### src/pkg/fcc_consts.svh
// Purpose: Constants of the filter configuration and conversion control block
// Assumes: Included by the design file and by the bench
// Notes: Definitions only
`ifndef FCC_CONSTS_SVH
`define FCC_CONSTS_SVH

// ----------------------------------------------------------------------------
// Parallel instruction codes
// ----------------------------------------------------------------------------
`define FCC_CMD_ABORT 16'h0000
`define FCC_CMD_RD_ID 16'h8802
`define FCC_CMD_STREAM 16'h8D21
`define FCC_CMD_LOAD 16'h1800
`define FCC_CMD_LOAD_MASKED 16'h1A00
`define FCC_CMD_ROM 16'h2000

// ----------------------------------------------------------------------------
// Status register bit positions
// ----------------------------------------------------------------------------
`define FCC_ST_BUSY 15
`define FCC_ST_READY 14
`define FCC_ST_REQ 13
`define FCC_ST_ID_ERR 12
`define FCC_ST_CRC_ERR 11
`define FCC_ST_DATA_ERR 10
`define FCC_ST_INSTR_HI 9
`define FCC_ST_INSTR_LO 1
`define FCC_ST_DONE 0

// ----------------------------------------------------------------------------
// Configuration file layout
// ----------------------------------------------------------------------------
`define FCC_BLK_LAST 6'd41
`define FCC_FILE_LAST 9'd503
`define FCC_FILE_ID 16'hA5C3
`define FCC_ROM_SEED 16'h5A5A
// Arbitrary identification value
`define FCC_DEV_ID 16'h1234

// ----------------------------------------------------------------------------
// Serial submodes and timing (half periods of the serial clock in clk cycles)
// ----------------------------------------------------------------------------
`define FCC_SUB_ROM 2'b00
`define FCC_SUB_DSP 2'b01
`define FCC_SCO_CFG_HALF 5'd16
`define FCC_SCO_FAST_HALF 5'd1
`define FCC_SCO_SLOW_HALF 5'd2
`define FCC_WORD_BITS 5'd16
`define FCC_BOOT_WAIT 2'd3

`endif

### src/pkg/fcc_pkg.sv
// Purpose: Types of the filter configuration and conversion control block
// Assumes: Nothing
// Notes: Constants live in fcc_consts.svh
package fcc_pkg;

  typedef logic [15:0] fcc_word_t;

  typedef enum logic [2:0] {
    ST_BOOT = 3'b000,
    ST_IDLE = 3'b001,
    ST_PLOAD = 3'b010,
    ST_ROM = 3'b011,
    ST_SLOAD = 3'b100,
    ST_READY = 3'b101,
    ST_CONV = 3'b110,
    ST_FAIL = 3'b111
  } fcc_state_e;

endpackage

### src/hdl/fcc_top.sv
// Purpose: Loads the postprocessor filter configuration and runs conversion output
// Assumes: clk_i is 40 MHz; master clock rate taken as clk_i/2
// Notes: Parallel host port is synchronous; serial pins are synchronised
//
// Notes on behaviour
// - After load instruction, interrupt raised each time next word is needed.
// - A data write clears a pending word-request interrupt.
// - Interrupt raised right after the last configuration word.
// - Unmasked load raises interrupt on bad file identifier or checksum.
// - A corrupt file is never committed to the postprocessor.
// - Masked load raises no error interrupt, takes all 504 words, then done.
// - ROM boot instruction loads the built-in default filter.
// - In streaming, interrupt and status bit 14 rise when a result waits.
// - Interrupt held until result or status read, then low until next result.
// - Streaming continues until the abort instruction.
// - Mode pin low is parallel; submode 00 ROM, 01 DSP, 1x EPROM.
// - Serial mode is master only; all bits move with our serial clock.
// - Edge pins pick active serial clock edge for conversion and DSP submode configuration.
// - DSP submode loads with the serial clock at master clock over 16.
// - DSP submode raises source enable once power-on reset ends.
// - Good serial load raises config done; start input then begins conversions.
// - Serial error drives error low, stays idle; reconfig pulse restarts load.
// - DSP submode reads whole file before reporting an error.
// - After loading, rate pin 0 gives master clock, 1 gives half of it.
// - DSP frame pulse precedes each word, captured over next 16 clocks.
// - EPROM submode drives source enable low and samples on rising edges.
// - EPROM load done raises source enable and config done; error holds in fail state.
// - Parallel instruction write or status read clears the interrupt.
// - Register select high picks status or instruction, low picks data.
`timescale 1ns/1ps
`include "fcc_consts.svh"

module fcc_top import fcc_pkg::*;
(
  // Clock and reset
  input wire logic clk_i,
  input wire logic nrst_i,
  // Parallel host port
  input wire logic bus_addr_i,
  input wire logic [15:0] bus_wdata_i,
  input wire logic bus_wr_i,
  input wire logic bus_rd_i,
  output logic [15:0] bus_rdata_o,
  output logic int_o,
  // Mode pins
  input wire logic serial_parallel_i,
  input wire logic serial_submode_bit0_i,
  input wire logic serial_submode_bit1_i,
  input wire logic conv_edge_select_i,
  input wire logic cfg_edge_select_i,
  input wire logic clock_rate_select_i,
  input wire logic reconfig_reset_n_i,
  input wire logic conv_start_i,
  // Serial link
  input wire logic frame_sync_in_i,
  input wire logic serial_data_in_i,
  output logic serial_clock_out_o,
  output logic serial_data_out_o,
  output logic frame_sync_out_o,
  output logic source_enable_o,
  output logic config_done_o,
  output logic error_n_o,
  // Postprocessor side
  input wire logic [15:0] conv_word_i,
  input wire logic conv_valid_i,
  input wire logic conv_overflow_i,
  output logic [15:0] cfg_word_o,
  output logic cfg_we_o,
  output logic cfg_commit_o
);

  // --------------------------------------------------------------------------
  // Input synchronisers
  // --------------------------------------------------------------------------
  logic [9:0] async_in;
  logic [9:0] sync_in;
  assign async_in = {serial_parallel_i, serial_submode_bit1_i, serial_submode_bit0_i,
                     conv_edge_select_i, cfg_edge_select_i, clock_rate_select_i,
                     reconfig_reset_n_i, conv_start_i, frame_sync_in_i, serial_data_in_i};

  genvar g;
  generate
    for (g = 0; g < 10; g++)
    begin : g_sync
      logic meta;
      logic stable;
      always_ff @(posedge clk_i or negedge nrst_i)
      begin
        if (!nrst_i)
        begin
          meta <= 1'b0;
          stable <= 1'b0;
        end
        else
        begin
          meta <= async_in[g];
          stable <= meta;
        end
      end
      assign sync_in[g] = stable;
    end
  endgenerate

  logic sp_s, conv_edge_select_s, cfg_edge_select_s, scr_s, rcf_n_s, start_s, fsi_s, sdi_s;
  logic [1:0] sub_s;
  assign sp_s = sync_in[9];
  assign sub_s = sync_in[8:7];
  assign conv_edge_select_s = sync_in[6];
  assign cfg_edge_select_s = sync_in[5];
  assign scr_s = sync_in[4];
  assign rcf_n_s = sync_in[3];
  assign start_s = sync_in[2];
  assign fsi_s = sync_in[1];
  assign sdi_s = sync_in[0];

  logic fsi_d, rcf_d;
  always_ff @(posedge clk_i or negedge nrst_i)
  begin
    if (!nrst_i)
    begin
      fsi_d <= 1'b0;
      rcf_d <= 1'b0;
    end
    else
    begin
      fsi_d <= fsi_s;
      rcf_d <= rcf_n_s;
    end
  end

  logic fsi_rise, rcf_fall;
  assign fsi_rise = fsi_s & ~fsi_d;
  assign rcf_fall = rcf_d & ~rcf_n_s;

  // --------------------------------------------------------------------------
  // State and host decode
  // --------------------------------------------------------------------------
  fcc_state_e st;
  logic ser_mode, masked, int_req, data_req, cfg_ok, data_ready, data_err;
  logic [1:0] sub, boot_cnt;
  fcc_word_t instr, out_word;

  logic ins_wr, dat_wr, sta_rd, dat_rd;
  assign ins_wr = bus_wr_i & bus_addr_i & ~ser_mode;
  assign dat_wr = bus_wr_i & ~bus_addr_i & ~ser_mode;
  assign sta_rd = bus_rd_i & bus_addr_i & ~ser_mode;
  assign dat_rd = bus_rd_i & ~bus_addr_i & ~ser_mode;

  logic cmd_abort, cmd_load, cmd_rom, cmd_stream, cmd_rdid;
  assign cmd_abort = ins_wr && bus_wdata_i == `FCC_CMD_ABORT;
  assign cmd_load = ins_wr && st == ST_IDLE &&
                    (bus_wdata_i == `FCC_CMD_LOAD || bus_wdata_i == `FCC_CMD_LOAD_MASKED);
  assign cmd_rom = ins_wr && st == ST_IDLE && bus_wdata_i == `FCC_CMD_ROM;
  assign cmd_stream = ins_wr && st == ST_IDLE && cfg_ok && bus_wdata_i == `FCC_CMD_STREAM;
  assign cmd_rdid = ins_wr && st == ST_IDLE && bus_wdata_i == `FCC_CMD_RD_ID;

  // --------------------------------------------------------------------------
  // Serial clock generator
  // --------------------------------------------------------------------------
  logic serial_clock_out, sco_run, sco_cfg, sco_tog, sco_rise, sco_fall;
  logic [4:0] sco_cnt, sco_half;
  assign sco_run = ser_mode && (st == ST_SLOAD || st == ST_ROM || st == ST_READY || st == ST_CONV);
  assign sco_cfg = st == ST_SLOAD || st == ST_ROM;
  always_comb
  begin
    if (sco_cfg)
      sco_half = `FCC_SCO_CFG_HALF;
    else if (scr_s)
      sco_half = `FCC_SCO_SLOW_HALF;
    else
      sco_half = `FCC_SCO_FAST_HALF;
  end
  assign sco_tog = sco_run && (sco_cnt >= sco_half - 5'd1);
  assign sco_rise = sco_tog & ~serial_clock_out;
  assign sco_fall = sco_tog & serial_clock_out;

  always_ff @(posedge clk_i or negedge nrst_i)
  begin
    if (!nrst_i)
    begin
      serial_clock_out <= 1'b0;
      sco_cnt <= 5'd0;
    end
    else if (!sco_run)
    begin
      serial_clock_out <= 1'b0;
      sco_cnt <= 5'd0;
    end
    else if (sco_tog)
    begin
      serial_clock_out <= ~serial_clock_out;
      sco_cnt <= 5'd0;
    end
    else
      sco_cnt <= sco_cnt + 5'd1;
  end

  // --------------------------------------------------------------------------
  // Serial configuration receiver
  // --------------------------------------------------------------------------
  logic is_dsp, rx_edge, rx_act, rx_stb;
  logic [4:0] rx_cnt, rx_left;
  fcc_word_t rx_sh;
  assign is_dsp = sub == `FCC_SUB_DSP;
  assign rx_edge = is_dsp ? (cfg_edge_select_s ? sco_fall : sco_rise) : sco_rise;
  assign rx_act = is_dsp ? (rx_cnt != 5'd0) : 1'b1;
  assign rx_left = (rx_cnt == 5'd0) ? `FCC_WORD_BITS : rx_cnt;

  always_ff @(posedge clk_i or negedge nrst_i)
  begin
    if (!nrst_i)
    begin
      rx_cnt <= 5'd0;
      rx_sh <= 16'h0000;
      rx_stb <= 1'b0;
    end
    else
    begin
      rx_stb <= 1'b0;
      if (st != ST_SLOAD)
        rx_cnt <= 5'd0;
      else if (is_dsp && rx_cnt == 5'd0 && fsi_rise)
        rx_cnt <= `FCC_WORD_BITS;
      else if (rx_edge && rx_act)
      begin
        rx_sh <= {rx_sh[14:0], sdi_s};
        rx_cnt <= rx_left - 5'd1;
        rx_stb <= rx_left == 5'd1;
      end
    end
  end

  // --------------------------------------------------------------------------
  // Loader: word counting and file checks
  // --------------------------------------------------------------------------
  logic [8:0] wcnt;
  logic [5:0] widx;
  fcc_word_t acc, ld_word, rom_word;
  logic id_err, crc_err, ld_clr, ld_stb, id_bad, crc_bad, ld_bad, ld_last, file_ok;

  assign rom_word = (widx == 6'd0) ? `FCC_FILE_ID :
                    (widx == `FCC_BLK_LAST) ? acc : (`FCC_ROM_SEED ^ {7'd0, wcnt});
  assign ld_clr = st == ST_BOOT || cmd_load || cmd_rom;
  assign ld_stb = (st == ST_PLOAD && dat_wr && data_req) || st == ST_ROM || (st == ST_SLOAD && rx_stb);
  assign ld_word = (st == ST_ROM) ? rom_word : (st == ST_SLOAD) ? rx_sh : bus_wdata_i;
  assign id_bad = ld_stb && widx == 6'd0 && ld_word != `FCC_FILE_ID;
  assign crc_bad = ld_stb && widx == `FCC_BLK_LAST && ld_word != acc;
  assign ld_bad = id_bad | crc_bad;
  assign ld_last = ld_stb && wcnt == `FCC_FILE_LAST;
  assign file_ok = !(id_err || crc_err || ld_bad);

  always_ff @(posedge clk_i or negedge nrst_i)
  begin
    if (!nrst_i)
    begin
      wcnt <= 9'd0;
      widx <= 6'd0;
      acc <= 16'h0000;
      id_err <= 1'b0;
      crc_err <= 1'b0;
    end
    else if (ld_clr)
    begin
      wcnt <= 9'd0;
      widx <= 6'd0;
      acc <= 16'h0000;
      id_err <= 1'b0;
      crc_err <= 1'b0;
    end
    else if (ld_stb)
    begin
      wcnt <= wcnt + 9'd1;
      widx <= (widx == `FCC_BLK_LAST) ? 6'd0 : widx + 6'd1;
      acc <= (widx == `FCC_BLK_LAST) ? 16'h0000 : acc ^ ld_word;
      id_err <= id_err | id_bad;
      crc_err <= crc_err | crc_bad;
    end
  end

  // Words go to staging; only the commit pulse makes them live
  always_ff @(posedge clk_i or negedge nrst_i)
  begin
    if (!nrst_i)
    begin
      cfg_word_o <= 16'h0000;
      cfg_we_o <= 1'b0;
      cfg_commit_o <= 1'b0;
    end
    else
    begin
      cfg_we_o <= ld_stb;
      if (ld_stb)
        cfg_word_o <= ld_word;
      cfg_commit_o <= ld_last && file_ok;
    end
  end

  // --------------------------------------------------------------------------
  // Main sequencer
  // --------------------------------------------------------------------------
  always_ff @(posedge clk_i or negedge nrst_i)
  begin
    if (!nrst_i)
    begin
      st <= ST_BOOT;
      boot_cnt <= `FCC_BOOT_WAIT;
      ser_mode <= 1'b0;
      sub <= 2'b00;
      masked <= 1'b0;
      int_req <= 1'b0;
      data_req <= 1'b0;
      cfg_ok <= 1'b0;
    end
    else
    begin
      int_req <= 1'b0;
      if (ser_mode && rcf_fall)
      begin
        st <= ST_BOOT;
        boot_cnt <= `FCC_BOOT_WAIT;
        cfg_ok <= 1'b0;
      end
      else if (cmd_abort)
      begin
        st <= (st == ST_BOOT) ? ST_BOOT : ST_IDLE;
        data_req <= 1'b0;
      end
      else
      begin
        unique case (st)
          ST_BOOT:
          begin
            boot_cnt <= boot_cnt - 2'd1;
            if (boot_cnt == 2'd0)
            begin
              ser_mode <= sp_s;
              sub <= sub_s;
              if (!sp_s)
              begin
                st <= ST_IDLE;
                int_req <= 1'b1;
              end
              else if (sub_s == `FCC_SUB_ROM)
                st <= ST_ROM;
              else
                st <= ST_SLOAD;
            end
          end
          ST_IDLE:
          begin
            if (cmd_load)
            begin
              st <= ST_PLOAD;
              masked <= bus_wdata_i == `FCC_CMD_LOAD_MASKED;
              data_req <= 1'b1;
              int_req <= 1'b1;
              cfg_ok <= 1'b0;
            end
            else if (cmd_rom)
            begin
              st <= ST_ROM;
              cfg_ok <= 1'b0;
            end
            else if (cmd_stream)
              st <= ST_CONV;
          end
          ST_PLOAD:
          begin
            if (ld_last)
            begin
              st <= ST_IDLE;
              data_req <= 1'b0;
              int_req <= 1'b1;
              cfg_ok <= file_ok;
            end
            else if (ld_bad && !masked)
            begin
              st <= ST_IDLE;
              data_req <= 1'b0;
              int_req <= 1'b1;
            end
            else if (ld_stb)
              int_req <= 1'b1;
          end
          ST_ROM:
          begin
            if (ld_last)
            begin
              cfg_ok <= file_ok;
              st <= ser_mode ? (file_ok ? ST_READY : ST_FAIL) : ST_IDLE;
              int_req <= ~ser_mode;
            end
          end
          ST_SLOAD:
          begin
            if (ld_last)
            begin
              cfg_ok <= file_ok;
              st <= file_ok ? ST_READY : ST_FAIL;
            end
          end
          ST_READY:
          begin
            if (start_s)
              st <= ST_CONV;
          end
          ST_CONV:
          begin
            if (ser_mode && !start_s)
              st <= ST_READY;
          end
          ST_FAIL:
          begin
            st <= ST_FAIL;
          end
        endcase
      end
    end
  end

  // --------------------------------------------------------------------------
  // Serial status pins
  // --------------------------------------------------------------------------
  always_ff @(posedge clk_i or negedge nrst_i)
  begin
    if (!nrst_i)
    begin
      config_done_o <= 1'b0;
      error_n_o <= 1'b1;
      source_enable_o <= 1'b0;
    end
    else
    begin
      config_done_o <= ser_mode && (st == ST_READY || st == ST_CONV);
      error_n_o <= st != ST_FAIL;
      if (!ser_mode)
        source_enable_o <= 1'b0;
      else if (is_dsp)
        source_enable_o <= st == ST_SLOAD || st == ST_READY || st == ST_CONV;
      else
        source_enable_o <= st != ST_SLOAD;
    end
  end

  // --------------------------------------------------------------------------
  // Parallel interrupt and status
  // --------------------------------------------------------------------------
  logic par_conv, int_set, int_clr;
  assign par_conv = st == ST_CONV && !ser_mode && conv_valid_i;
  assign int_set = int_req | par_conv;
  assign int_clr = ins_wr | sta_rd | dat_rd | (dat_wr && st == ST_PLOAD);

  always_ff @(posedge clk_i or negedge nrst_i)
  begin
    if (!nrst_i)
      int_o <= 1'b0;
    else if (int_set)
      int_o <= 1'b1;
    else if (int_clr)
      int_o <= 1'b0;
  end

  always_ff @(posedge clk_i or negedge nrst_i)
  begin
    if (!nrst_i)
    begin
      data_ready <= 1'b0;
      data_err <= 1'b0;
      out_word <= 16'h0000;
    end
    else
    begin
      if (par_conv)
      begin
        data_ready <= 1'b1;
        data_err <= conv_overflow_i;
        out_word <= conv_word_i;
      end
      else if (dat_rd)
        data_ready <= 1'b0;
      else if (st != ST_CONV)
        data_ready <= 1'b0;
      if (cmd_rdid)
        out_word <= `FCC_DEV_ID;
      if (cmd_stream)
        data_err <= 1'b0;
    end
  end

  always_ff @(posedge clk_i or negedge nrst_i)
  begin
    if (!nrst_i)
      instr <= 16'h0000;
    else if (ins_wr)
      instr <= bus_wdata_i;
  end

  fcc_word_t status;
  always_comb
  begin
    status = 16'h0000;
    status[`FCC_ST_BUSY] = st == ST_PLOAD || st == ST_ROM;
    status[`FCC_ST_READY] = data_ready;
    status[`FCC_ST_REQ] = data_req;
    status[`FCC_ST_ID_ERR] = id_err;
    status[`FCC_ST_CRC_ERR] = crc_err;
    status[`FCC_ST_DATA_ERR] = data_err;
    status[`FCC_ST_INSTR_HI:`FCC_ST_INSTR_LO] = {instr[15], instr[13:11], instr[6:4], instr[1:0]};
    status[`FCC_ST_DONE] = cfg_ok;
  end

  always_ff @(posedge clk_i or negedge nrst_i)
  begin
    if (!nrst_i)
      bus_rdata_o <= 16'h0000;
    else if (sta_rd)
      bus_rdata_o <= status;
    else if (dat_rd)
      bus_rdata_o <= out_word;
    else
      bus_rdata_o <= 16'h0000;
  end

  // --------------------------------------------------------------------------
  // Serial conversion transmitter
  // --------------------------------------------------------------------------
  logic tx_pend, tx_edge, tx_load, ser_conv;
  logic [4:0] tx_bits;
  fcc_word_t tx_buf, tx_sh;
  assign ser_conv = ser_mode && st == ST_CONV;
  assign tx_edge = conv_edge_select_s ? sco_fall : sco_rise;
  assign tx_load = ser_conv && tx_edge && tx_bits == 5'd0 && tx_pend;

  always_ff @(posedge clk_i or negedge nrst_i)
  begin
    if (!nrst_i)
    begin
      tx_pend <= 1'b0;
      tx_buf <= 16'h0000;
    end
    else if (!ser_conv)
      tx_pend <= 1'b0;
    else if (conv_valid_i)
    begin
      tx_pend <= 1'b1;
      tx_buf <= conv_word_i;
    end
    else if (tx_load)
      tx_pend <= 1'b0;
  end

  always_ff @(posedge clk_i or negedge nrst_i)
  begin
    if (!nrst_i)
    begin
      tx_bits <= 5'd0;
      tx_sh <= 16'h0000;
      serial_data_out_o <= 1'b0;
      frame_sync_out_o <= 1'b0;
    end
    else if (!ser_conv)
    begin
      tx_bits <= 5'd0;
      serial_data_out_o <= 1'b0;
      frame_sync_out_o <= 1'b0;
    end
    else if (tx_edge)
    begin
      if (tx_load)
      begin
        frame_sync_out_o <= 1'b1;
        serial_data_out_o <= tx_buf[15];
        tx_sh <= {tx_buf[14:0], 1'b0};
        tx_bits <= `FCC_WORD_BITS - 5'd1;
      end
      else if (tx_bits != 5'd0)
      begin
        frame_sync_out_o <= 1'b0;
        serial_data_out_o <= tx_sh[15];
        tx_sh <= {tx_sh[14:0], 1'b0};
        tx_bits <= tx_bits - 5'd1;
      end
      else
        frame_sync_out_o <= 1'b0;
    end
  end

  always_ff @(posedge clk_i or negedge nrst_i)
  begin
    if (!nrst_i)
      serial_clock_out_o <= 1'b0;
    else
      serial_clock_out_o <= serial_clock_out;
  end

endmodule

### config.mk
export PLATFORM = sky130hd
export DESIGN_NAME = fcc_top
export DESIGN_NICKNAME = d
export VERILOG_FILES = /design/src/pkg/fcc_pkg.sv /design/src/hdl/fcc_top.sv
export VERILOG_INCLUDE_DIRS = /design/src /design/src/pkg
export SDC_FILE = /design/constraint.sdc
export NUM_CORES = 1
export LEC_CHECK = 0
export ABC_AREA = 1
export BUFFER_PORTS_ARGS = -buffer_cell sky130_fd_sc_hd__buf_4
export CORE_UTILIZATION = 54
export DETAILED_ROUTE_END_ITERATION = 8
export PLACE_DENSITY_LB_ADDON = 0.2
export SETUP_SLACK_MARGIN = 0.15
export SLEW_MARGIN = 30
export SYNTH_ARGS = -nofsm -noshare
export SYNTH_HDL_FRONTEND = slang
export SYNTH_SLANG_ARGS = --single-unit
### constraint.sdc
create_clock -name clk_i -period 2.95 [get_ports clk_i]
set_input_delay 0.1475 -clock clk_i [delete_from_list [all_inputs] [get_ports clk_i]]
set_output_delay 0.1475 -clock clk_i [all_outputs]
set_load 0.005 [all_outputs]
==> metrics, run 1 <==
outcome complete, but fails checks; failing checks negative setup slack; clk sinks 200; Nets around 1400; I/O pins 90; Tightest Pin Transition 0.827 ns; Die H roughly 140 µm; most common cell after layout, fill and taps aside nand2_1; Syn. warnings 0; Worst EP arrival 3.63 ns; Initial DRC Count ~660; CTS buffer count 17; synth-to-layout area growth 26.2%; CTS H-tree lvls 4; Netlist Area Pre-Place 9580 µm²; worst-path fanout max 10; clock tree root driver cell clkbuf_16; final WL 25200 µm; Unique masters post-synth 50; average size of a mapped cell approximately 8.5 µm²; Seq/Total Area, Yosys 52.3%; Remaining DRCs 0; Area after DPL roughly 11000 µm²; worst skew pair latency 0.44 ns; initial antenna violation count 0; vias in the first global route approximately 7700; Final Cell Area 12100 µm²; CTS Buffer Depth 2; crit path capture type flip-flop; Clock Skew 0.0107 ns; max-cap viol count 0; drt first pass iters 6; Seq cells post-synth 200; gr usage total 27.8%; Slew HR 44.9%; ANT nets after route 0; Max Slew Vio Count 0; first-pass GRT wire length 38800 µm; crit path time final about 3.3 ns; filler instances 1368; Core Box Area 17300 µm²; fmax 306 MHz; die area 18300 µm²; GR Overflow Total 0; vias per cell 5.39; Final Setup Violations 44; Post-DP HPWL around 17000 µm; Fin Setup TNS -9.03 ns; footprint of the multi-input gates 4030 µm²; total number of vias 8246; Power per Cell Area between 800 and 900 nW/µm²; Post-Syn Nets 1189; gpl congestion around 0.93; RSZ-0062 raised after global routing yes; WS Path Type flip-flop to flip-flop; hold_sp bus_wdata_i[9]; PortBufs 89; Req. time, crit path 3.32 ns; Post-Synthesis Cells 1125; Sequential cell area 5010 µm²; n_diodes 0; Initial Util 55.4%; maximum vdd ir drop 0.000575 V; width of the die 135 µm; Worst-path clk slew 0.07 ns; layout cells sized above 1 22.3%; largest net degree at the start of global routing roughly 110; worst flop-to-flop path startpoint st[1]; Crit. Startpoint st[1]; CTS tree done; DR WL/cell 16.4 µm; ys flop type dfrtp_1; final hold violations 0; Pleak 0.00611 µW; asr flop ratio synth 100%; number of synthesized flops with an enable pin 0; Core Rows between 40 and 50; Min-Delay Path Class primary input to flip-flop; setup slack after layout -0.316 ns; Setup crit start kind flip-flop; most frequent cells in the layout nand2_1 (276), dfrtp_1 (196), inv_1 (143); Tcrit/Tclk final 111%
-- metrics by stage --
stage               instances  setup WS, ns  total power, µW  hold slack, ns  util, %
global route             1531        -0.393            10700          0.0295     69.9
floorplan                1125        0.0607             6110          -0.148        -
global placement         1447        0.0524             7290           0.257     62.3
finish                   1531        -0.316            10000          0.0219     69.9
detailed placement       1447       -0.0591             7390           0.258     62.3
CTS                      1519      -0.00956             9860          0.0115     68.4
-- logic make-up (layout without fill, tap and decap cells) --
kind of cell    count (synthesis)  after routing  share of synthesized area, %
flops                         200            200                          52.3
mux                            13             13                          1.53
buf+inv                       186            367                          7.84
xor+xnor                       12             12                          1.10
fa+ha+maj                      15             15                          1.96
simple gates                  515            515                          23.8
compound gates                184            184                          11.5
-- cell type report --
| class | instances | share of cell area (%) |
|---|---|---|
| multi-input combinational | 739 | 33.3 |
| timing repair buffer | 180 | 13.1 |
| tap | 225 | 2.33 |
| sequential | 200 | 41.4 |
| clock buffer | 19 | 3.66 |
| clock inverter | 13 | 1.19 |
| inverter | 155 | 4.98 |
-- state kept, by name, indices dropped and copies added (netlist names), 9 cells and up --
name / cells
acc: 16
bus_rdata_o: 16
cfg_word_o: 16
out_word: 16
rx_sh: 16
tx_buf: 16
tx_sh: 15
g_sync.meta: 10
instr: 9
wcnt: 9
-- what timing repair did --
item / CTS / global route
hold buffers: 30 / 0
pin swaps: 6 / 20
resized for setup: 16 / 39
cloned: 1 / 3
setup endpoints to repair: 43 / 53
buffers inserted: 9 / 9
hold endpoints to repair: 142 / 0
-- worst max-delay path: stages (launching register included) --
cell	delay, ns
dfrtp_2	0.44
inv_2	0.07
nor2_2	0.04
nand2_2	0.09
nand2_4	0.07
or2_4	0.25
ha_4	0.22
ha_4	0.26
a21boi_4	0.15
o21ai_1	0.07
nand2_1	0.09
a21oi_2	0.08
o21ai_2	0.20
nand2_2	0.13
inv_2	0.10
nand3_2	0.09
nand2_4	0.13
o21ai_4	0.08
nor2_4	0.15
buf_6	0.12
buf_12	0.12
o211ai_1	0.12
nand2_1	0.12
-- where the power goes --
part	internal, µW	switching (µW)
logic	1570	2330
clock network	1280	1070
registers	3420	374
-- Yosys cell counts, types with 3 or more instances --
cell type    n  area, µm²
nand2_4      5       56.3
dfrtp_1    197       4930
o21ai_1     10       50.1
nor2_4       4       45.0
nor2_1     100        375
nand3_1     56        280
a211oi_1     3       22.5
xor2_1       9       78.8
nand3_2     10        100
nor2_2       6       37.5
a22oi_1     11       82.6
nand4_1     11       68.8
dfstp_2      3       78.8
nand2_2      9       56.3
o22ai_1     13       81.3
a31oi_1     12       75.1
a21oi_1     27        135
clkbuf_1    15       56.3
nor4_1       3       18.8
buf_2        9       45.0
o211ai_1    15        113
o211ai_2     5       62.6
ha_1        15        188
xnor2_1      3       26.3
inv_2        9       33.8
nor3_1      15       75.1
o21ai_0     78        390
mux2_2      13        146
buf_6        4       45.0
inv_1      144        541
nand2_1    287       1080
-- worst paths after layout --
kind                                endpoint  slack [ns]  depth (start not counted)
setup / recovery                   tx_sh[12]       -0.32                         22
hold / removal                        masked        0.02                          3
setup reg to reg                   tx_sh[12]       -0.32                         22
min in group asynchronous  serial_data_out_o        0.39                          2
max in group asynchronous           rx_sh[1]        1.77                          3
hold reg to reg             g_sync[7].stable        0.35                          0
-- layer usage --
layer,vias to the layer above,part of all wire (%),track usage [%]
li1,3971,-,-
met1,3900,43,38.0
met2,323,48,45.3
met3,52,6.1,3.89
met4,0,2.7,10.2
met5,-,0,0
Note: power is estimated with default switching activity, not from simulation.
==> inputs of run 2 (changes only) <==
--- a/config.mk
+++ b/config.mk
@@ -10,6 +10,7 @@
 export BUFFER_PORTS_ARGS = -buffer_cell sky130_fd_sc_hd__buf_4
 export CORE_UTILIZATION = 54
 export DETAILED_ROUTE_END_ITERATION = 8
+export GPL_TIMING_DRIVEN = 0
 export PLACE_DENSITY_LB_ADDON = 0.2
 export SETUP_SLACK_MARGIN = 0.15
 export SLEW_MARGIN = 30
==> metrics, run 2 (synthesized netlist as in run 1, its figures left out) <==
layout cells sized above 1 25.4% (was 22.3%); clock share of power 22.8% (was 23.5%); failing checks negative setup slack (unchanged); critical path cell sequence inv_2 -> nor2_2 -> nand2_4 -> nand2_8 -> or2_4 -> ha_4 -> ha_4 -> a21boi_4 -> o21ai_2 -> nand2_1 -> a21oi_2 -> o21ai_1 -> nand2_1 -> nor2_2 -> nand2_2 -> nand2_4 -> o21ai_4 -> nor2_4 -> inv_2 -> buf_4 -> nand2_1 -> nand2_1 (was inv_2 -> nor2_2 -> nand2_2 -> nand2_4 -> or2_4 -> ha_4 -> ha_4 -> a21boi_4 -> o21ai_1 -> nand2_1 -> a21oi_2 -> o21ai_2 -> nand2_2 -> inv_2 -> nand3_2 -> nand2_4 -> o21ai_4 -> nor2_4 -> buf_6 -> buf_12 -> o211ai_1 -> nand2_1); Clock Skew 0.00858 ns (was 0.0107 ns); ANT nets after route 0 (unchanged); Crit. Startpoint st[1] (unchanged); Core Rows 48 (unchanged); PortBufs 89 (unchanged); Tcrit/Tclk final 108% (was 111%); worst path buffer plus inverter count 3 (was 4); Worst-path clk slew 0.07 ns (about the same); Setup crit start kind flip-flop (unchanged); Remaining DRCs 0 (unchanged); Max Slew Vio Count 0 (unchanged); hold_sp bus_rd_i (was bus_wdata_i[9]); internal power 6330 µW (was 6270 µW); final WL 26200 µm (was 25200 µm); CTS buffer count 17 (unchanged); WHS 0.0225 ns (was 0.0219 ns); largest net degree at the start of global routing 80 (was 106); fmax 313 MHz (was 306 MHz); Nets 1382 (was 1357); NetSw 3820 µW (was 3770 µW); vias per cell 5.40 (was 5.39); worst-path fanout max 4 (was 10); vias in the first global route 7925 (was 7713); die area 18300 µm² (unchanged); worst flop-to-flop path startpoint st[1] (unchanged); Worst EP arrival 3.49 ns (was 3.63 ns); most frequent cells in the layout nand2_1 (254), dfrtp_1 (195), inv_1 (141) (was nand2_1 (276), dfrtp_1 (196), inv_1 (143)); Power per Cell Area 816 nW/µm² (was 831 nW/µm²); CTS H-tree lvls 4 (unchanged); Gate power share 39.8% (was 38.8%); DR WL/cell 16.8 µm (was 16.4 µm); Min-Delay Path Class primary input to flip-flop (unchanged); Initial DRC Count 642 (was 655); drt first pass iters 5 (was 6); Die H 135 µm (unchanged); setup slack after layout -0.243 ns (was -0.316 ns); GR Overflow Total 0 (unchanged); Tightest Pin Transition 0.603 ns (was 0.827 ns); Final Setup Violations 41 (was 44); max-cap viol count 0 (unchanged); CTS tree done (unchanged); clock tree root driver cell clkbuf_16 (unchanged); critical path's slowest cell dfrtp_2 (unchanged); n_diodes 0 (unchanged); width of the die 135 µm (unchanged); Max stage delay on crit path 0.44 ns (about the same); crit path capture type flip-flop (unchanged); delay-heaviest family, CP simple AND/OR/NAND/NOR gates (unchanged); Sw Ratio 37.7% (was 37.6%); gpl congestion 0.911 (was 0.933); Initial Util 55.4% (unchanged); filler instances 1301 (was 1368); Post-DP HPWL 17000 µm (was 16900 µm); most common cell after layout, fill and taps aside nand2_1 (unchanged); WS Path Type flip-flop to flip-flop (unchanged); clk sinks 200 (unchanged); CTS Buffer Depth 2 (unchanged); Req. time, crit path 3.25 ns (was 3.32 ns); Slew HR 59.8% (was 44.9%); crit path time final 3.19 ns (was 3.27 ns); maximum vdd ir drop 0.000489 V (was 0.000575 V); total number of vias 8401 (was 8246); Critical Path Most Common Cell nand2_1; Seq pwr share 37.5% (was 37.8%); initial antenna violation count 0 (unchanged); final hold violations 0 (unchanged); RSZ-0062 raised after global routing yes (unchanged); I/O pins 90 (unchanged); synth-to-layout area growth 29.9% (was 26.2%); first-pass GRT wire length 40100 µm (was 38800 µm); outcome complete, but fails checks (unchanged); final std cells w/o fill 1556 (was 1531); placed insts 1441 (was 1447); worst skew pair latency 0.43 ns (was 0.44 ns); Core Box Area 17300 µm² (unchanged); Pleak 0.00626 µW (was 0.00611 µW); gr usage total 28.8% (was 27.8%)
==> run 2: changes by cell type in the layout (fill, tap and decap cells not counted), sizes merged <==
cell / before / now
buf: 147 / 160
bufinv: 2 / 1
clkbuf: 22 / 38
clkinv: 4 / 6
clkinvlp: 3 / 1
inv: 159 / 156
==> run 2: what timing repair did <==
item | 4_1_cts | 5_1_grt
pin swaps | 19 | 19
setup buffers | 23 | 25
hold endpoints to repair | 93 | 0
endpoints found under the setup margin | 45 | 77
hold buffers | 30 | 0
gates cloned | 4 | 1
gates resized for setup | 54 | 76
==> run 2: final timing paths <==
check | cells past startpoint | end | slack (ns)
max reg2reg | 22 | tx_sh[3] | -0.24
min | 4 | int_o | 0.02
max | 22 | tx_sh[3] | -0.24
min in group asynchronous | 2 | tx_sh[3] | 0.22
min reg2reg | 0 | g_sync[2].stable | 0.35
max in group asynchronous | 3 | g_sync[6].meta | 2.00
==> run 2: layer usage <==
metal	GRT usage (%)	up-vias	wire length, µm
li1	-	4038	-
met1	38.7	4019	11100
met2	47.3	302	12900
met3	4.64	42	1510
met4	10.2	0	579
met5	0	-	0
==> run 2: power by group through the flow <==
stage | clock (µW) | sequential [µW] | combinational [µW]
final | 2310 | 3800 | 4040
after global routing | 2450 | 3870 | 4480
after CTS | 2320 | 3770 | 3760
after detailed placement | 0 | 3820 | 3460
after global placement | 0 | 3800 | 3360
after floorplan | 0 | 3760 | 2360
==> run 2: worst reg2reg max path, delay by kind of cell, from the launching register on <==
family	cells	cell delay, ns
AND/OR/NAND/NOR	12	1.30
AO/OA/AOI/OAI	5	0.52
adder cells (fa/ha/maj)	2	0.48
flip-flops	1	0.44
buffers and inverters	3	0.31
==> run 2: layout make-up <==
cell class	instances	area [µm²]	area share [%]
multi-input cells	739	4180	33.6
repair buffers	174	1530	12.3
inverters	155	599	4.82
clock buffers	23	488	3.92
clock inverters	9	91.3	0.734
plain buffers	31	263	2.11
flip-flops and latches	200	5010	40.3
well taps	225	282	2.26
==> run 2: through the flow <==
stage | area [µm²] | utilization [%] | setup slack [ns] | total power (µW) | TNS (ns)
6_report | 12400 | 71.9 | -0.243 | 10100 | -5.25
5_1_grt | 12400 | 71.9 | -0.396 | 10800 | -11.05
4_1_cts | 12000 | 69.4 | -0.0869 | 9860 | -1.07
3_5_place_dp | 10700 | 61.8 | -0.480 | 7280 | -12.74
3_3_place_gp | 10600 | 61.5 | -0.375 | 7160 | -9.31
2_1_floorplan | 9680 | - | 0.0607 | 6110 | 0
==> inputs of run 3 (changes only) <==
--- a/config.mk
+++ b/config.mk
@@ -12,7 +12,8 @@
 export DETAILED_ROUTE_END_ITERATION = 8
 export GPL_TIMING_DRIVEN = 0
 export PLACE_DENSITY_LB_ADDON = 0.2
-export SETUP_SLACK_MARGIN = 0.15
+export SETUP_SLACK_MARGIN = 0.02
+export SKIP_LAST_GASP = 1
 export SLEW_MARGIN = 30
 export SYNTH_ARGS = -nofsm -noshare
 export SYNTH_HDL_FRONTEND = slang
==> metrics, run 3 (synthesized netlist as in run 1, its figures left out) <==
final hold violations 0 (unchanged); first-pass GRT wire length 39400 µm (was 40100 µm); crit path capture type flip-flop (unchanged); RSZ-0062 raised after global routing yes (unchanged); Worst EP arrival 3.53 ns (was 3.49 ns); Power per Cell Area 824 nW/µm² (was 816 nW/µm²); vias per cell 5.40 (about the same); Final Core Density 70.4% (was 71.9%); filler instances 1352 (was 1301); CTS tree done (unchanged); total number of vias 8278 (was 8401); most frequent cells in the layout nand2_1 (261), dfrtp_1 (196), inv_1 (143) (was nand2_1 (254), dfrtp_1 (195), inv_1 (141)); die area 18300 µm² (unchanged); largest net degree at the start of global routing 79 (was 80); final std cells w/o fill 1533 (was 1556); gr usage total 28.4% (was 28.8%); Setup crit start kind flip-flop (unchanged); final WL 25400 µm (was 26200 µm); met2 WL post-DR 12200 µm (was 12900 µm); Clock Skew 0.00732 ns (was 0.00858 ns); outcome complete, but fails checks (unchanged); WL met1 11100 µm (about the same); Post-DP HPWL 17000 µm (about the same); PortBufs 89 (unchanged); Place WS -0.506 ns (was -0.480 ns); Req. time, crit path 3.28 ns (was 3.25 ns); initial antenna violation count 0 (unchanged); maximum vdd ir drop 0.000580 V (was 0.000489 V); Remaining DRCs 0 (unchanged); Core Rows 48 (unchanged); Initial Util 55.4% (unchanged); Tightest Pin Transition 0.629 ns (was 0.603 ns); ANT nets after route 0 (unchanged); critical path cell sequence inv_2 -> nor2_2 -> nand2_4 -> nand2_8 -> or2_4 -> ha_4 -> ha_4 -> a21boi_2 -> o21ai_1 -> nand2_1 -> a21oi_2 -> o21ai_1 -> nand2_2 -> nor2_4 -> or2_4 -> nand3_4 -> clkinv_4 -> buf_6 -> nand2_1 -> nand2_1 (was inv_2 -> nor2_2 -> nand2_4 -> nand2_8 -> or2_4 -> ha_4 -> ha_4 -> a21boi_4 -> o21ai_2 -> nand2_1 -> a21oi_2 -> o21ai_1 -> nand2_1 -> nor2_2 -> nand2_2 -> nand2_4 -> o21ai_4 -> nor2_4 -> inv_2 -> buf_4 -> nand2_1 -> nand2_1); Final Cell Area 12200 µm² (was 12400 µm²); layout cells sized above 1 22.5% (was 25.4%); n_diodes 0 (unchanged); GR Overflow Total 0 (unchanged); uppermost layer routed met4 (unchanged); synth-to-layout area growth 27.2% (was 29.9%); Die H 135 µm (unchanged); crit path time final 3.20 ns (was 3.19 ns); clk sinks 200 (unchanged); CTS buffer count 17 (unchanged); Min-Delay Path Class primary input to flip-flop (unchanged); fmax 313 MHz (about the same); Critical Path Most Common Cell nand2_1 (unchanged); Area after DPL 10700 µm² (about the same); Sequential cell area 5010 µm² (about the same); DR WL/cell 16.6 µm (was 16.8 µm); Core Box Area 17300 µm² (unchanged); Slew HR 58.1% (was 59.8%); Pleak 0.00615 µW (was 0.00626 µW); width of the die 135 µm (unchanged); WS Path Type flip-flop to flip-flop (unchanged); Routed met3 length 1450 µm (was 1510 µm); max-cap viol count 0 (unchanged); CTS Buffer Depth 2 (unchanged); CTS H-tree lvls 4 (unchanged); Max Slew Vio Count 0 (unchanged); vias in the first global route 7719 (was 7925); drt first pass iters 7 (was 5); Final Setup Violations 43 (was 41); clock tree root driver cell clkbuf_16 (unchanged); I/O pins 90 (unchanged); Tcrit/Tclk final 108% (about the same); footprint of the multi-input gates 4090 µm² (was 4180 µm²); Initial DRC Count 576 (was 642); gpl congestion 0.905 (was 0.911); setup slack after layout -0.249 ns (was -0.243 ns); critical path's slowest cell dfrtp_2 (unchanged); worst skew pair latency 0.44 ns (was 0.43 ns); most common cell after layout, fill and taps aside nand2_1 (unchanged); Max stage delay on crit path 0.46 ns (was 0.44 ns); worst-path fanout max 6 (was 4); Nets 1360 (was 1382); placed insts 1441 (unchanged); failing checks negative setup slack (unchanged); Worst-path clk slew 0.07 ns (about the same)
## run 3: power by group
part,internal [µW],switching [µW],total (µW)
registers,3420,370,3790
logic,1470,2330,3800
clock network,1400,1050,2450
## run 3: layout make-up
| class | count | share of cell area [%] |
|---|---|---|
| buffer | 31 | 2.15 |
| clock buffer | 21 | 3.86 |
| clock inverter | 10 | 1.16 |
| inverter | 155 | 4.89 |
| multi-input combinational | 739 | 33.6 |
| sequential | 200 | 41.1 |
| tap | 225 | 2.31 |
| timing repair buffer | 151 | 10.9 |
| timing repair inverter | 1 | 0.0308 |
## run 3: per-stage QoR
step / power (µW) / hold slack, ns / setup TNS (ns)
after floorplan: 6100 / -0.148 / 0
after global placement: 7160 / 0.256 / -11.50
after detailed placement: 7260 / 0.0685 / -15.00
after CTS: 9910 / 0.00314 / -1.95
after global routing: 10700 / 0.0419 / -13.41
final: 10000 / 0.0107 / -7.97
## run 3: path summary, 6_finish.rpt
path / startpoint / endpoint / slack, ns / cells after the start
max in group asynchronous: nrst_i / rx_sh[9] / 1.70 / 4
setup reg to reg: st[1] / rx_sh[11] / -0.25 / 20
setup / recovery: st[1] / rx_sh[11] / -0.25 / 20
min in group asynchronous: nrst_i / tx_bits[3] / 0.19 / 2
hold reg to reg: g_sync[2].meta / g_sync[2].stable / 0.35 / 0
hold / removal: bus_rd_i / int_o / 0.01 / 4
## run 3: critical path, delay by kind of cell (launching register included)
kind | cells | cell delay [ns]
simple gates | 11 | 1.29
compound gates | 4 | 0.54
flops | 1 | 0.46
fa+ha+maj | 2 | 0.45
buf+inv | 3 | 0.34
## run 3: timing repair
action,in CTS,in global routing
endpoints found under the setup margin,45,49
resized for setup,49,41
pin swaps,13,9
hold endpoints to repair,92,0
cloned,5,2
hold buffers,30,0
setup buffers,14,10
## run 3: metal layers
metal | vias to the layer above | GRT usage, %
li1 | 3978 | -
met1 | 3939 | 38.7
met2 | 316 | 45.6
met3 | 45 | 4.79
met4 | 0 | 11.0
met5 | - | 0
